## config.mk

```make
export PLATFORM = sky130hd
export DESIGN_NAME = sfr_read_seq
export DESIGN_NICKNAME = d
export VERILOG_FILES = /design/src/common/sfr_pkg.sv /design/src/rtl/sfr_sync.sv /design/src/rtl/sfr_fifo.sv /design/src/rtl/sfr_read_seq.sv
export SDC_FILE = /design/constraint.sdc
export NUM_CORES = 1
export LEC_CHECK = 0
export BUFFER_PORTS_ARGS = -buffer_cell sky130_fd_sc_hd__buf_2
export CAP_MARGIN = 20
export CORE_MARGIN = 2
export CORE_UTILIZATION = 50
export DETAILED_ROUTE_END_ITERATION = 16
export MAX_ROUTING_LAYER = met4
export PLACE_DENSITY = 0.75
export SYNTH_ARGS = -nofsm -noshare
export SYNTH_HDL_FRONTEND = slang
export SYNTH_SLANG_ARGS = --single-unit
```

## constraint.sdc

```tcl
create_clock -name ref_clk -period 4.53 [get_ports ref_clk]
set_input_delay 0.2265 -clock ref_clk [delete_from_list [all_inputs] [get_ports ref_clk]]
set_output_delay 0.2265 -clock ref_clk [all_outputs]
set_load 0.01 [all_outputs]
```

## src/common/sfr_pkg.sv

```systemverilog
// Purpose: shared constants and types for the serial flash read sequencer
// Assumes: byte wide array and buffer storage outside this block
// Notes:   page and column are kept apart so both page sizes share one path
package sfr_pkg;
    localparam logic [7:0]  OP_LP_READ    = 8'h01;
    localparam logic [7:0]  OP_PAGE_READ  = 8'hd2;
    localparam logic [7:0]  OP_BUF1_FAST  = 8'hd4;
    localparam logic [7:0]  OP_BUF1_SLOW  = 8'hd1;
    localparam logic [7:0]  OP_BUF2_FAST  = 8'hd6;
    localparam logic [7:0]  OP_BUF2_SLOW  = 8'hd3;
    localparam logic [7:0]  OP_DUAL_READ  = 8'h3b;
    localparam logic [4:0]  OP_LAST_BIT   = 5'h07;
    localparam logic [4:0]  ADDR_LAST_BIT = 5'h17;
    localparam logic [2:0]  DUMMY_PAGE    = 3'h4;
    localparam logic [2:0]  DUMMY_ONE     = 3'h1;
    localparam logic [2:0]  DUMMY_NONE    = 3'h0;
    localparam logic [9:0]  LAST_COL_528  = 10'h20f;
    localparam logic [9:0]  LAST_COL_512  = 10'h1ff;
    localparam int          PAGE_LSB_528  = 10;
    localparam int          PAGE_LSB_512  = 9;
    localparam logic [2:0]  SLOT_SINGLE   = 3'h7;
    localparam logic [2:0]  SLOT_DUAL     = 3'h3;
    localparam logic [2:0]  SYNC_RESET    = 3'h4;

    typedef enum logic [1:0] {
        SFR_SRC_ARRAY = 2'h0,
        SFR_SRC_BUF1  = 2'h1,
        SFR_SRC_BUF2  = 2'h2
    } sfr_src_t;

    typedef enum logic [1:0] {
        SFR_WRAP_ARRAY = 2'h0,
        SFR_WRAP_PAGE  = 2'h1,
        SFR_WRAP_BUF   = 2'h2
    } sfr_wrap_t;

    typedef struct packed {
        logic      known;
        sfr_src_t  src;
        sfr_wrap_t wrap;
        logic [2:0] dummy;
        logic      dual;
    } sfr_cmd_t;

    typedef struct packed {
        sfr_src_t    src;
        logic [12:0] page;
        logic [9:0]  col;
    } sfr_mreq_t;

    typedef enum logic [2:0] {
        ST_IDLE   = 3'b000,
        ST_OPCODE = 3'b001,
        ST_ADDR   = 3'b011,
        ST_DUMMY  = 3'b010,
        ST_DATA   = 3'b110,
        ST_IGNORE = 3'b111
    } sfr_state_t;
endpackage

```

## src/rtl/sfr_sync.sv

```systemverilog
// Purpose: two flip-flop synchroniser for pin inputs
// Assumes: inputs are asynchronous levels
// Notes:   only the second stage is visible outside
module sfr_sync #(
    parameter int              W         = 3,
    parameter logic [W-1:0]    RESET_VAL = '0
) (
    input  wire logic          ref_clk, // core clock
    input  wire logic          rst,     // synchronous reset
    input  wire logic [W-1:0]  d,       // asynchronous inputs
    output logic      [W-1:0]  q        // synchronised outputs
);
    logic [W-1:0] meta_r;

    always_ff @(posedge ref_clk) begin
        if (rst) begin
            meta_r <= RESET_VAL;
            q      <= RESET_VAL;
        end else begin
            meta_r <= d;
            q      <= meta_r;
        end
    end
endmodule

```

## src/rtl/sfr_fifo.sv

```systemverilog
// Purpose: small flip-flop fifo between memory answers and the shifter
// Assumes: flush has priority over push and pop
// Notes:   in_ready is a register, so a full fifo stalls the memory port
module sfr_fifo #(
    parameter int W     = 8,
    parameter int DEPTH = 4
) (
    input  wire logic          ref_clk,   // core clock
    input  wire logic          rst,       // synchronous reset
    input  wire logic          flush,     // drop all contents
    input  wire logic          in_valid,  // push request
    output logic               in_ready,  // room for one word
    input  wire logic [W-1:0]  in_data,   // pushed word
    output logic               out_valid, // word available
    input  wire logic          out_ready, // pop request
    output logic      [W-1:0]  out_data   // head word
);
    localparam int AW = (DEPTH > 1) ? $clog2(DEPTH) : 1;

    if (DEPTH < 2 || (DEPTH & (DEPTH - 1)) != 0 || W < 1) begin
        $error("sfr_fifo: depth must be a power of two of at least 2");
    end

    logic [W-1:0] mem_r [DEPTH];
    logic [AW-1:0] wr_ptr_r;
    logic [AW-1:0] rd_ptr_r;
    logic [AW:0]   count_r;
    logic [AW:0]   count_nxt;
    logic          push;
    logic          pop;

    assign push      = in_valid && in_ready && !flush;
    assign out_valid = (count_r != '0);
    assign pop       = out_ready && out_valid && !flush;
    assign out_data  = mem_r[rd_ptr_r];
    assign count_nxt = count_r + (AW + 1)'(push) - (AW + 1)'(pop);

    always_ff @(posedge ref_clk) begin
        if (push) begin
            mem_r[wr_ptr_r] <= in_data;
        end
    end

    always_ff @(posedge ref_clk) begin
        if (rst || flush) begin
            wr_ptr_r <= '0;
            rd_ptr_r <= '0;
            count_r  <= '0;
            in_ready <= 1'b1;
        end else begin
            wr_ptr_r <= wr_ptr_r + AW'(push);
            rd_ptr_r <= rd_ptr_r + AW'(pop);
            count_r  <= count_nxt;
            in_ready <= (count_nxt < (AW + 1)'(DEPTH));
        end
    end
endmodule

```

## src/rtl/sfr_read_seq.sv

```systemverilog
// Purpose: read command decoder and data shifter of a serial flash
// Assumes: spi mode 0 or 3, pins oversampled by ref_clk; memory answers in order
// Notes:   one memory request outstanding at a time; fifo hides memory latency

import sfr_pkg::*;

// Behaviour
// - 01h plus three address bytes, then data
// - 528 page: 13 page bits, 10 byte bits
// - 512 page: flat 22-bit byte address
// - array reads cross pages, wrap at end
// - chip select rise ends read, output released
// - reads never alter the sram buffers
// - D2h takes four dummy bytes before data
// - binary page read: 13 page, 9 byte bits
// - page read wraps within its page
// - D4h/D1h buffer one, D6h/D3h buffer two
// - 528 buffer: 14 ignored, 10 offset bits
// - 512 buffer: 15 ignored, 9 offset bits
// - buffer reads: one dummy byte only for D4h/D6h
// - buffer read wraps within that buffer
// - 3Bh, address, one dummy, then dual data
// - dual: bit7 upper, bit6 lower, four clocks
// - chip select rise releases both data lines
module sfr_read_seq #(
    parameter int FIFO_DEPTH = 4
) (
    input  wire logic              ref_clk,            // core clock
    input  wire logic              rst,                // synchronous reset
    input  wire logic              page_512,           // binary page size setting
    input  wire logic              cs_n,               // chip select pin
    input  wire logic              sck,                // serial clock pin
    input  wire logic              dual_lower_line_i,  // serial in / lower data line
    output logic                   dual_lower_line_o,  // lower data line drive
    output logic                   dual_lower_line_oe, // lower data line enable
    output logic                   dual_upper_line_o,  // serial out / upper data line
    output logic                   dual_upper_line_oe, // upper data line enable
    output logic                   mem_req_valid,      // memory read request
    output sfr_pkg::sfr_mreq_t     mem_req,            // source, page and column
    input  wire logic              mem_req_ready,      // request taken
    input  wire logic              mem_rsp_valid,      // read data valid
    input  wire logic [7:0]        mem_rsp_data,       // read data byte
    output logic                   mem_rsp_ready,      // room for read data
    output logic                   bad_opcode,         // last command not decoded
    output logic                   underrun            // shifter found fifo empty
);
    import sfr_pkg::*;

    initial begin
        if (FIFO_DEPTH < 2) begin
            $error("sfr_read_seq: fifo depth below 2");
        end
    end

    function automatic sfr_cmd_t decode_op(input logic [7:0] op);
        sfr_cmd_t c;
        c       = '0;
        c.known = 1'b1;
        c.src   = SFR_SRC_ARRAY;
        c.wrap  = SFR_WRAP_ARRAY;
        c.dummy = DUMMY_NONE;
        c.dual  = 1'b0;
        unique case (op)
            OP_LP_READ: begin
                c.dummy = DUMMY_NONE;
            end
            OP_PAGE_READ: begin
                c.wrap  = SFR_WRAP_PAGE;
                c.dummy = DUMMY_PAGE;
            end
            OP_BUF1_FAST: begin
                c.src   = SFR_SRC_BUF1;
                c.wrap  = SFR_WRAP_BUF;
                c.dummy = DUMMY_ONE;
            end
            OP_BUF1_SLOW: begin
                c.src   = SFR_SRC_BUF1;
                c.wrap  = SFR_WRAP_BUF;
                c.dummy = DUMMY_NONE;
            end
            OP_BUF2_FAST: begin
                c.src   = SFR_SRC_BUF2;
                c.wrap  = SFR_WRAP_BUF;
                c.dummy = DUMMY_ONE;
            end
            OP_BUF2_SLOW: begin
                c.src   = SFR_SRC_BUF2;
                c.wrap  = SFR_WRAP_BUF;
                c.dummy = DUMMY_NONE;
            end
            OP_DUAL_READ: begin
                c.dummy = DUMMY_ONE;
                c.dual  = 1'b1;
            end
            default: begin
                c.known = 1'b0;
            end
        endcase
        return c;
    endfunction

    // split the received 24 address bits by command and page size
    function automatic sfr_mreq_t decode_addr(input logic [23:0] a, input sfr_cmd_t c,
                                              input logic p512);
        sfr_mreq_t m;
        m     = '0;
        m.src = c.src;
        if (c.wrap == SFR_WRAP_BUF) begin
            m.page = '0;
            m.col  = p512 ? {1'b0, a[8:0]} : a[9:0];
        end else if (p512) begin
            m.page = a[21:PAGE_LSB_512];
            m.col  = {1'b0, a[PAGE_LSB_512-1:0]};
        end else begin
            m.page = a[22:PAGE_LSB_528];
            m.col  = a[PAGE_LSB_528-1:0];
        end
        return m;
    endfunction

    function automatic sfr_mreq_t next_addr(input sfr_mreq_t m, input sfr_wrap_t w,
                                            input logic p512);
        sfr_mreq_t n;
        logic [9:0] last;
        n    = m;
        last = p512 ? LAST_COL_512 : LAST_COL_528;
        if (m.col != last) begin
            n.col = m.col + 10'h001;
        end else begin
            n.col = '0;
            if (w == SFR_WRAP_ARRAY) begin
                n.page = m.page + 13'h0001;
            end
        end
        return n;
    endfunction

    logic       cs_n_s;
    logic       sck_s;
    logic       si_s;
    logic       sck_prev_r;
    logic       sck_rise;
    logic       sck_fall;

    sfr_sync #(
        .W         (3),
        .RESET_VAL (SYNC_RESET)
    ) u_sync (
        .ref_clk (ref_clk),
        .rst     (rst),
        .d       ({cs_n, sck, dual_lower_line_i}),
        .q       ({cs_n_s, sck_s, si_s})
    );

    always_ff @(posedge ref_clk) begin
        if (rst) begin
            sck_prev_r <= 1'b0;
        end else begin
            sck_prev_r <= sck_s;
        end
    end

    assign sck_rise = sck_s && !sck_prev_r;
    assign sck_fall = !sck_s && sck_prev_r;

    sfr_state_t  state_r;
    sfr_cmd_t    cmd_r;
    sfr_cmd_t    op_dec;
    logic [4:0]  bit_cnt_r;
    logic [22:0] in_sh_r;
    logic [23:0] addr_in;
    logic        p512_r;
    logic        addr_done;
    logic [4:0]  dummy_last;

    assign op_dec     = decode_op({in_sh_r[6:0], si_s});
    assign addr_in    = {in_sh_r, si_s};
    assign addr_done  = (state_r == ST_ADDR) && sck_rise && (bit_cnt_r == ADDR_LAST_BIT);
    assign dummy_last = 5'({cmd_r.dummy, 3'h0} - 6'h01);

    // page size is frozen for the whole command
    always_ff @(posedge ref_clk) begin
        if (rst) begin
            p512_r <= 1'b0;
        end else if (state_r == ST_IDLE) begin
            p512_r <= page_512;
        end
    end

    always_ff @(posedge ref_clk) begin
        if (rst) begin
            in_sh_r <= '0;
        end else if (sck_rise) begin
            in_sh_r <= {in_sh_r[21:0], si_s};
        end
    end

    // command phases; a chip select rise returns to idle at once
    always_ff @(posedge ref_clk) begin
        if (rst || cs_n_s) begin
            state_r   <= ST_IDLE;
            bit_cnt_r <= '0;
            cmd_r     <= '0;
        end else begin
            unique case (state_r)
                ST_IDLE: begin
                    state_r   <= ST_OPCODE;
                    bit_cnt_r <= '0;
                end
                ST_OPCODE: begin
                    if (sck_rise) begin
                        bit_cnt_r <= bit_cnt_r + 5'h01;
                        if (bit_cnt_r == OP_LAST_BIT) begin
                            cmd_r     <= op_dec;
                            bit_cnt_r <= '0;
                            state_r   <= op_dec.known ? ST_ADDR : ST_IGNORE;
                        end
                    end
                end
                ST_ADDR: begin
                    if (sck_rise) begin
                        bit_cnt_r <= bit_cnt_r + 5'h01;
                        if (addr_done) begin
                            bit_cnt_r <= '0;
                            state_r   <= (cmd_r.dummy == DUMMY_NONE) ? ST_DATA : ST_DUMMY;
                        end
                    end
                end
                ST_DUMMY: begin
                    if (sck_rise) begin
                        bit_cnt_r <= bit_cnt_r + 5'h01;
                        if (bit_cnt_r == dummy_last) begin
                            state_r <= ST_DATA;
                        end
                    end
                end
                ST_DATA: begin
                    state_r <= ST_DATA;
                end
                ST_IGNORE: begin
                    state_r <= ST_IGNORE;
                end
            endcase
        end
    end

    always_ff @(posedge ref_clk) begin
        if (rst) begin
            bad_opcode <= 1'b0;
        end else if (state_r == ST_OPCODE && sck_rise && bit_cnt_r == OP_LAST_BIT) begin
            bad_opcode <= !op_dec.known;
        end
    end

    // fetch side: one request in flight, refilling the fifo ahead of the shifter
    logic      active_r;
    logic      pend_r;
    logic      stale_r;
    logic      fifo_in_ready;
    logic      fifo_out_valid;
    logic      fifo_pop;
    logic [7:0] fifo_out_data;
    logic      rsp_hs;
    logic      req_hs;

    assign rsp_hs = mem_rsp_valid && mem_rsp_ready;
    assign req_hs = mem_req_valid && mem_req_ready;

    always_ff @(posedge ref_clk) begin
        if (rst || cs_n_s) begin
            active_r <= 1'b0;
        end else if (addr_done) begin
            active_r <= 1'b1;
        end
    end

    // requests carry only a read source and address; nothing is written back
    always_ff @(posedge ref_clk) begin
        if (rst) begin
            mem_req_valid <= 1'b0;
            mem_req       <= '0;
        end else if (addr_done && !mem_req_valid && !pend_r) begin
            mem_req <= decode_addr(addr_in, cmd_r, p512_r);
        end else if (req_hs) begin
            mem_req_valid <= 1'b0;
            mem_req       <= next_addr(mem_req, cmd_r.wrap, p512_r);
        end else if (active_r && !cs_n_s && !pend_r && fifo_in_ready) begin
            mem_req_valid <= 1'b1;
        end
    end

    always_ff @(posedge ref_clk) begin
        if (rst) begin
            pend_r <= 1'b0;
        end else if (req_hs) begin
            pend_r <= 1'b1;
        end else if (rsp_hs) begin
            pend_r <= 1'b0;
        end
    end

    // an answer owed to an aborted command is thrown away
    always_ff @(posedge ref_clk) begin
        if (rst || rsp_hs) begin
            stale_r <= 1'b0;
        end else if (cs_n_s && (pend_r || mem_req_valid)) begin
            stale_r <= 1'b1;
        end
    end

    sfr_fifo #(
        .W     (8),
        .DEPTH (FIFO_DEPTH)
    ) u_fifo (
        .ref_clk   (ref_clk),
        .rst       (rst),
        .flush     (cs_n_s),
        .in_valid  (mem_rsp_valid && pend_r && !stale_r),
        .in_ready  (fifo_in_ready),
        .in_data   (mem_rsp_data),
        .out_valid (fifo_out_valid),
        .out_ready (fifo_pop),
        .out_data  (fifo_out_data)
    );

    assign mem_rsp_ready = fifo_in_ready;

    // shift side: drive on falling sck, msb first
    logic [7:0] tx_sh_r;
    logic [2:0] slot_r;
    logic       tx_edge;
    logic [7:0] load_byte;

    assign tx_edge   = (state_r == ST_DATA) && sck_fall;
    assign fifo_pop  = tx_edge && (slot_r == '0);
    assign load_byte = fifo_out_valid ? fifo_out_data : 8'h00;

    always_ff @(posedge ref_clk) begin
        if (rst || cs_n_s) begin
            tx_sh_r           <= '0;
            slot_r            <= '0;
            dual_upper_line_o <= 1'b0;
            dual_lower_line_o <= 1'b0;
        end else if (tx_edge) begin
            if (slot_r == '0) begin
                dual_upper_line_o <= load_byte[7];
                dual_lower_line_o <= load_byte[6];
                tx_sh_r <= cmd_r.dual ? {load_byte[5:0], 2'b00} : {load_byte[6:0], 1'b0};
                slot_r  <= cmd_r.dual ? SLOT_DUAL : SLOT_SINGLE;
            end else begin
                dual_upper_line_o <= tx_sh_r[7];
                dual_lower_line_o <= tx_sh_r[6];
                tx_sh_r <= cmd_r.dual ? {tx_sh_r[5:0], 2'b00} : {tx_sh_r[6:0], 1'b0};
                slot_r  <= slot_r - 3'h1;
            end
        end
    end

    always_ff @(posedge ref_clk) begin
        if (rst || cs_n_s) begin
            dual_upper_line_oe <= 1'b0;
            dual_lower_line_oe <= 1'b0;
        end else if (tx_edge) begin
            dual_upper_line_oe <= 1'b1;
            dual_lower_line_oe <= cmd_r.dual;
        end
    end

    always_ff @(posedge ref_clk) begin
        if (rst || (state_r == ST_IDLE && !cs_n_s)) begin
            underrun <= 1'b0;
        end else if (fifo_pop && !fifo_out_valid) begin
            underrun <= 1'b1;
        end
    end
endmodule

```

Word level (Yosys, flattened, before mapping). Memories as Yosys holds them, arrays and structs flattened. A register that Yosys moved wholly into a read port is not among the register bits. Cells that the tools add are included.

$add $sub $neg: 9. Magnitude comparators: 1. Equal/unequal tests: 24. Muxes and demuxes: 44. Bitwise operators: 1. Reduce and logical (&&, ||, !) cells: 56.

Operators by type and width (count): two-way mux 23 bit (3); equality test 8 bit, second input constant (5); two-way mux 8 bit (4); two-way mux 10 bit (3); two-way mux 3 bit (10); two-way mux 13 bit (2); two-way mux 25 bit (1); two-way mux 5 bit (5); logical AND 1 bit (24); case mux 5 bit (4 select lines) (1); case mux 3 bit (6 select lines) (1); inequality test 2 bit, second input constant (7); adder 13 x 1 -> 13 bit, second input constant (1); adder 10 x 1 -> 10 bit, second input constant (1); two-way mux 1 bit (10); inequality test 10 bit (1); logical NOT 3 bit (3); equality test 8 x 1 -> 1 bit, second input constant (1); equality test 8 x 6 -> 1 bit, second input constant (1); logical NOT 1 bit (8); case mux 2 bit (2 select lines) (2); nonzero test 2 bit (4); OR reduction 7 bit (1); equality test 3 x 2 -> 1 bit, second input constant (2); 27 further kinds (34).

Register bits after elaboration: 100. Memory bits (writable): 32. Input port bits: 16. Output and inout bits: 33. Logic and storage cells: 166. Memories: 1.

Memory list: u_fifo.mem_r (depth 4, bits a word 8, read ports 1, clocked after Yosys merged registers in 1, write ports 1, RTL line sfr_fifo.sv:24) `logic [W-1:0] mem_r [DEPTH];`.

Logic depth before layout (Yosys ltp).
Depth after elaboration: 8. Gate-level depth with buffers: 12. Gate-level depth less buffers: 12.

Cells and area by module. From an unflattened synthesis, not the netlist that was laid out.

Cells, all modules: 636. Area total of the unflattened synthesis: 6039.5 um2.

By module, submodules not included: sfr_read_seq (instances 1, cells an instance 542, area an instance 4325.4 um2, seq. area each 1681.6 um2); sfr_fifo (instances 1, cells an instance 82, area an instance 1556.5 um2, seq. area each 1121.1 um2); sfr_sync (instances 1, cells an instance 12, area an instance 157.7 um2, seq. area each 120.1 um2).

Worst setup path after synthesis. No wires, ideal clock.

Path kind: register to register. From: reg state_r[0]. To: reg u_fifo.in_ready. Library setup time: 0.136 ns. Arrival: 2.309 ns. Data required time: 4.394 ns. Slack: 2.085 ns. Cell stages (with the launch flop): 12. Path buffers: 2. Path through: dfxtp_1 -> buf_2 -> nor2b_1 -> nand4b_1 -> clkbuf_1 -> nor3_1 -> xor2_1 -> ha_1 -> fa_1 -> xnor2_1 -> xnor2_1 -> nand2_1.

Longest elaborated chain between the ends: 7.

Ends and longest elaborated chain: from (decl) (RTL line sfr_read_seq.sv:166) `sfr_state_t state_r;`; from (signal assigned) (RTL line sfr_read_seq.sv:216) `state_r <= op_dec.known ? ST_ADDR : ST_IGNORE;`; from (signal assigned) (RTL line sfr_read_seq.sv:225) `state_r <= (cmd_r.dummy == DUMMY_NONE) ? ST_DATA : ST_DUMMY;`; equality test 3 bit (RTL line sfr_read_seq.sv:334) `assign tx_edge = (state_r == ST_DATA) && sck_fall;`; logical AND 1 bit (RTL line sfr_read_seq.sv:334); logical AND 1 bit (RTL line sfr_read_seq.sv:335) `assign fifo_pop = tx_edge && (slot_r == '0);`; logical AND 1 bit (2 in a row) (RTL line sfr_fifo.sv:34) `assign pop = out_ready && out_valid && !flush;`; subtractor 3 x 1 -> 3 bit (RTL line sfr_fifo.sv:36) `assign count_nxt = count_r + (AW + 1)'(push) - (AW + 1)'(pop);`; less-than comparator 3 bit (RTL line sfr_fifo.sv:54) `in_ready <= (count_nxt < (AW + 1)'(DEPTH));`; to (signal assigned) (RTL line sfr_fifo.sv:54); to (decl) (RTL line sfr_fifo.sv:12) `output logic in_ready,`.

No other way between the ends. A chain may end at the register's enable or synchronous reset.

Final worst setup path.
From: reg state_r[1]. To: reg u_fifo.in_ready.

Same word-level chain as after synthesis.

==> report_table.html <==
<table>
<tr><th>Metric</th><th>Value</th></tr>
<tr><th colspan="2">Outcome</th></tr>
<tr><td>Status</td><td>completed</td></tr>
<tr><th colspan="2">Clock tree</th></tr>
<tr><td>Worst-path clk slew</td><td>60 ps</td></tr>
<tr><td>Root buffer cell</td><td>sky130_fd_sc_hd__clkbuf_16</td></tr>
<tr><td>Level count of the clock H-tree</td><td>4</td></tr>
<tr><td>Post_cts resized</td><td>0</td></tr>
<tr><td>Number of hold buffers added after cts</td><td>1</td></tr>
<tr><td>Buffer depth of the longest clock path</td><td>2</td></tr>
<tr><td>TritonCTS clock tree</td><td>done</td></tr>
<tr><td>Number of buffers inserted to repair setup after CTS</td><td>0</td></tr>
<tr><td>Count of clock tree sinks</td><td>130</td></tr>
<tr><td>Clock insertion delay at the later pin of the skew report</td><td>410 ps</td></tr>
<tr><td>Inserted Clock Buffers</td><td>17</td></tr>
<tr><th colspan="2">Setup path</th></tr>
<tr><td>Critical path peak fanout</td><td>12</td></tr>
<tr><td>CP most frequent cell</td><td>sky130_fd_sc_hd__xnor2_1</td></tr>
<tr><td>Element type at the critical path end</td><td>register</td></tr>
<tr><td>Setup CP Type</td><td>register to register</td></tr>
<tr><td>Path depth of the worst reg2reg path</td><td>9</td></tr>
<tr><td>Startpoint of the worst-slack reg-to-reg timing path</td><td>state_r[1]$_SDFFE_PP0P_</td></tr>
<tr><td>Req. time, crit path</td><td>4770 ps</td></tr>
<tr><td>Register-to-Register Setup Slack</td><td>1500 ps</td></tr>
<tr><td>Capture instance of the worst register-to-register path</td><td>u_fifo.in_ready$_SDFF_PP1_</td></tr>
<tr><td>Max stage delay cell, worst path</td><td>sky130_fd_sc_hd__nor3_1</td></tr>
<tr><td>Slowest stage delay, CP</td><td>530 ps</td></tr>
<tr><td>Critical Path Source Type</td><td>register</td></tr>
<tr><td>Cells along the critical path</td><td>nor2b_1 &gt; nand4b_1 &gt; nor3_1 &gt; xor2_1 &gt; ha_1 &gt; fa_1 &gt; xnor2_1 &gt; xnor2_1 &gt; nand2_1</td></tr>
<tr><td>WP data arrival</td><td>3280 ps</td></tr>
<tr><th colspan="2">Floorplanning</th></tr>
<tr><td>Horiz. Die Dim</td><td>111 um</td></tr>
<tr><td>Initial Util</td><td>0.507</td></tr>
<tr><td>Die outline height</td><td>111 um</td></tr>
<tr><td>Full die area</td><td>0.0123 mm^2</td></tr>
<tr><td>Number of rows in the core area</td><td>39</td></tr>
<tr><td>Ports placed on the boundary</td><td>49</td></tr>
<tr><td>Area of the core region</td><td>0.0113 mm^2</td></tr>
<tr><th colspan="2">Synth</th></tr>
<tr><td>Post-synthesis cell area</td><td>0.00571 mm^2</td></tr>
<tr><td>Cells taking the most area after synthesis</td><td>sky130_fd_sc_hd__dfxtp_1 34%, sky130_fd_sc_hd__edfxtp_1 17%, sky130_fd_sc_hd__nand2_1 5.3%</td></tr>
<tr><td>Number of flip-flops and latches in the synthesized netlist</td><td>130</td></tr>
<tr><td>Total number of yosys warnings</td><td>0</td></tr>
<tr><td>Top_reg_cell synth</td><td>sky130_fd_sc_hd__dfxtp_1</td></tr>
<tr><td>Post-synthesis cell type with the largest combined area</td><td>sky130_fd_sc_hd__dfxtp_1</td></tr>
<tr><td>Number of enable flip-flop cells after synthesis</td><td>32</td></tr>
<tr><td>Post-Synthesis Net Count</td><td>629</td></tr>
<tr><td>Mean post-synth cell area</td><td>9.44 um^2</td></tr>
<tr><td>Synth top area share</td><td>0.344</td></tr>
<tr><td>Distinct cell type count after synthesis</td><td>53</td></tr>
<tr><td>Post-synth ARST share</td><td>0</td></tr>
<tr><td>Sequential cell area fraction in the yosys report</td><td>0.512</td></tr>
<tr><td>Instance count of the mapped netlist</td><td>605</td></tr>
<tr><th colspan="2">Place</th></tr>
<tr><td>Number of placed instances, taps included</td><td>760</td></tr>
<tr><td>Cell Area, Placed</td><td>0.00599 mm^2</td></tr>
<tr><td>Final RePlAce weighted congestion</td><td>0.840</td></tr>
<tr><td>Detailed placer's ending HPWL</td><td>8.39 mm</td></tr>
<tr><td>Port Buffer Count</td><td>48</td></tr>
<tr><th colspan="2">Routing</th></tr>
<tr><td>Wire length per cell after detailed routing</td><td>15.8 um</td></tr>
<tr><td>Vias per cell</td><td>5.84</td></tr>
<tr><td>DRC violation total after the first TritonRoute iteration</td><td>455</td></tr>
<tr><td>DRT Pass-1 Iters</td><td>5</td></tr>
<tr><td>Number of antenna-violating nets in the routed design</td><td>0</td></tr>
<tr><td>Number of remaining DRC errors</td><td>0</td></tr>
<tr><td>Routed wire length</td><td>12.5 mm</td></tr>
<tr><td>Via count</td><td>4631</td></tr>
<tr><th colspan="2">Timing</th></tr>
<tr><td>Worst slew margin</td><td>0.352</td></tr>
<tr><td>Worst hold margin</td><td>20.4 ps</td></tr>
<tr><td>Final-report hold violation count</td><td>0</td></tr>
<tr><td>Final total negative setup slack</td><td>0 ps</td></tr>
<tr><td>Actual slew at the worst max-slew pin</td><td>972 ps</td></tr>
<tr><td>Min Clock Period, post-route</td><td>3030 ps</td></tr>
<tr><td>Max Clock Freq</td><td>330 MHz</td></tr>
<tr><td>Clock Skew</td><td>9.49 ps</td></tr>
<tr><td>Final clock period utilization by the worst path</td><td>0.669</td></tr>
<tr><td>Number of max-slew violations in the final report</td><td>0</td></tr>
<tr><td># setup viols final</td><td>0</td></tr>
<tr><td>Setup repair after global routing missed its margin</td><td>no</td></tr>
<tr><th colspan="2">Power and ir drop</th></tr>
<tr><td>Clock network fraction of total power</td><td>0.509</td></tr>
<tr><td>Sequential Power Share</td><td>0.474</td></tr>
<tr><td>Leak pwr</td><td>0.00235 uW</td></tr>
<tr><td>Switching part of the total power</td><td>0.204</td></tr>
<tr><td>P per Cell Area</td><td>386 mW/mm^2</td></tr>
<tr><td>Highest ir drop seen on vdd</td><td>0.441 mV</td></tr>
<tr><td>Power dissipated by switching net loads</td><td>517 uW</td></tr>
<tr><td>Cell internal power dissipation</td><td>2010 uW</td></tr>
<tr><td>Combinational share of power</td><td>0.017</td></tr>
<tr><th colspan="2">Final layout</th></tr>
<tr><td>Most frequent cells in the layout</td><td>98 x sky130_fd_sc_hd__dfxtp_1, 80 x sky130_fd_sc_hd__nand2_1, 62 x sky130_fd_sc_hd__nor2_1</td></tr>
<tr><td>Post-Layout Inst Area</td><td>0.00655 mm^2</td></tr>
<tr><td>Count of inserted antenna diode cells</td><td>0</td></tr>
<tr><td>Layout cell share with drive strength beyond 1</td><td>0.148</td></tr>
<tr><td>Commonest non-fill, non-tap cell in the layout</td><td>sky130_fd_sc_hd__dfxtp_1</td></tr>
<tr><td>Signed area change from the synthesized netlist to the final layout</td><td>14.8%</td></tr>
<tr><td>Layout Nets</td><td>661</td></tr>
<tr><td>Fillers</td><td>947</td></tr>
<tr><td>Final cell count without fillers</td><td>793</td></tr>
<tr><th colspan="2">Hold path</th></tr>
<tr><td>Classification of the worst-slack hold path</td><td>primary input to register</td></tr>
<tr><td>Hold path depth</td><td>2</td></tr>
<tr><td>Worst hold endpoint</td><td>u_sync.meta_r[0]$_SDFF_PP0_</td></tr>
<tr><td>Hold Path Origin</td><td>dual_lower_line_i</td></tr>
<tr><th colspan="2">Run</th></tr>
<tr><td>Max-cap viol count</td><td>0</td></tr>
<tr><th colspan="2">GRT</th></tr>
<tr><td>First-pass GRT wire length</td><td>21.3 mm</td></tr>
<tr><td>Aggregate global-route resource usage</td><td>0.219</td></tr>
<tr><td>Via count of the first global-routing pass</td><td>4540</td></tr>
<tr><td>Initial antenna violation count</td><td>0</td></tr>
<tr><td>Largest net degree at the start of global routing</td><td>45</td></tr>
<tr><td>Leftover overflow at the end of global routing</td><td>0</td></tr>
</table>
-- metal layers --
layer / wire length [um] / up-vias / part of all wire / track usage
met5: 0 / - / 0 / -
met4: 253 / 0 / 0.020 / 0.0950
met3: 651 / 22 / 0.052 / 0.0508
met2: 6010 / 153 / 0.48 / 0.357
met1: 5610 / 2216 / 0.45 / 0.262
li1: - / 2240 / - / -
-- worst max path at each step --
stage,start,to,slack (ps),cells past startpoint
5_1_grt,state_r[1]$_SDFFE_PP0P_,u_fifo.in_ready$_SDFF_PP1_,1210,9
4_1_cts,state_r[1]$_SDFFE_PP0P_,u_fifo.in_ready$_SDFF_PP1_,1500,9
3_3_place_gp,state_r[1]$_SDFFE_PP0P_,u_fifo.in_ready$_SDFF_PP1_,1660,9
3_5_place_dp,state_r[1]$_SDFFE_PP0P_,u_fifo.in_ready$_SDFF_PP1_,1510,9
6_report,state_r[1]$_SDFFE_PP0P_,u_fifo.in_ready$_SDFF_PP1_,1500,9
2_1_floorplan,state_r[0]$_SDFFE_PP0P_,u_fifo.in_ready$_SDFF_PP1_,2080,11
-- cell usage after synthesis, types with 3 or more instances --
cell type	instances
sky130_fd_sc_hd__mux2i_1	18
sky130_fd_sc_hd__a311oi_1	3
sky130_fd_sc_hd__clkbuf_1	32
sky130_fd_sc_hd__or4_1	4
sky130_fd_sc_hd__xor2_1	12
sky130_fd_sc_hd__o21ai_0	14
sky130_fd_sc_hd__or2_0	3
sky130_fd_sc_hd__a31oi_1	4
sky130_fd_sc_hd__dfxtp_1	98
sky130_fd_sc_hd__a221oi_1	5
sky130_fd_sc_hd__and3_1	6
sky130_fd_sc_hd__edfxtp_1	32
sky130_fd_sc_hd__nand2b_1	4
sky130_fd_sc_hd__nor3_1	21
sky130_fd_sc_hd__nand4b_1	4
sky130_fd_sc_hd__o221ai_1	5
sky130_fd_sc_hd__o22ai_1	5
sky130_fd_sc_hd__nor4_1	6
sky130_fd_sc_hd__or2_2	7
sky130_fd_sc_hd__nand2_1	80
sky130_fd_sc_hd__nor2_1	62
sky130_fd_sc_hd__xnor2_1	8
sky130_fd_sc_hd__nand4_1	8
sky130_fd_sc_hd__mux4_2	7
sky130_fd_sc_hd__a211oi_1	13
sky130_fd_sc_hd__buf_2	3
sky130_fd_sc_hd__a21oi_1	52
sky130_fd_sc_hd__nand3_1	18
sky130_fd_sc_hd__and2_1	4
sky130_fd_sc_hd__inv_1	15
sky130_fd_sc_hd__a22oi_1	7
sky130_fd_sc_hd__nor2b_1	10
sky130_fd_sc_hd__ha_1	7
-- worst max-delay path: cells and delay by family, from the launching register on --
kind                       cells  cell delay (ps)
adders and majority gates      2              600
DFF                            1              520
and+or+nand+nor                4             1280
xor gates and xnor gates       3              450
-- registers in the layout (all words and copies together) (netlist names), 5 cells and up --
name / flops
in_sh_r: 22
tx_sh_r: 7
mem_req: 25
cmd_r: 7
u_fifo.mem_r: 32
bit_cnt_r: 5
-- power by group through the flow --
stage               logic [uW]  registers, uW  clock network, uW
floorplan                 32.5           1220                  0
CTS                       43.6           1200               1310
global placement          41.2           1220                  0
detailed placement        42.6           1220                  0
finish                    43.7           1200               1290
global route              48.4           1200               1360
-- stage by stage --
step	util	total power [uW]	worst slack, ps
2_1_floorplan	-	1250	2080
3_3_place_gp	0.531	1260	1660
3_5_place_dp	0.531	1270	1510
4_1_cts	0.581	2550	1500
5_1_grt	0.581	2610	1210
6_report	0.581	2530	1500
-- cell families (layout without fill, tap and decap cells) --
family                     after synthesis  in the layout  share of synthesized area
and+or+nand+nor                        244            244                      0.202
DFF                                    130            130                      0.512
AOI/OAI and AO/OA                      122            122                      0.135
buffers and inverters                   54             99                     0.0388
muxes                                   27             27                     0.0631
xor gates and xnor gates                20             20                     0.0307
adders and majority gates                8              8                     0.0188
-- cell type report --
cell class	instances	area, um^2	share of cell area
flip-flops and latches	130	2920	0.446
multi-input cells	421	2570	0.392
clock buffers	22	444	0.0678
repair buffers	52	273	0.0416
well taps	143	179	0.0273
clock inverters	10	113	0.0172
inverters	15	56.3	0.00859
No activity file was read; power rests on OpenSTA's default activity.
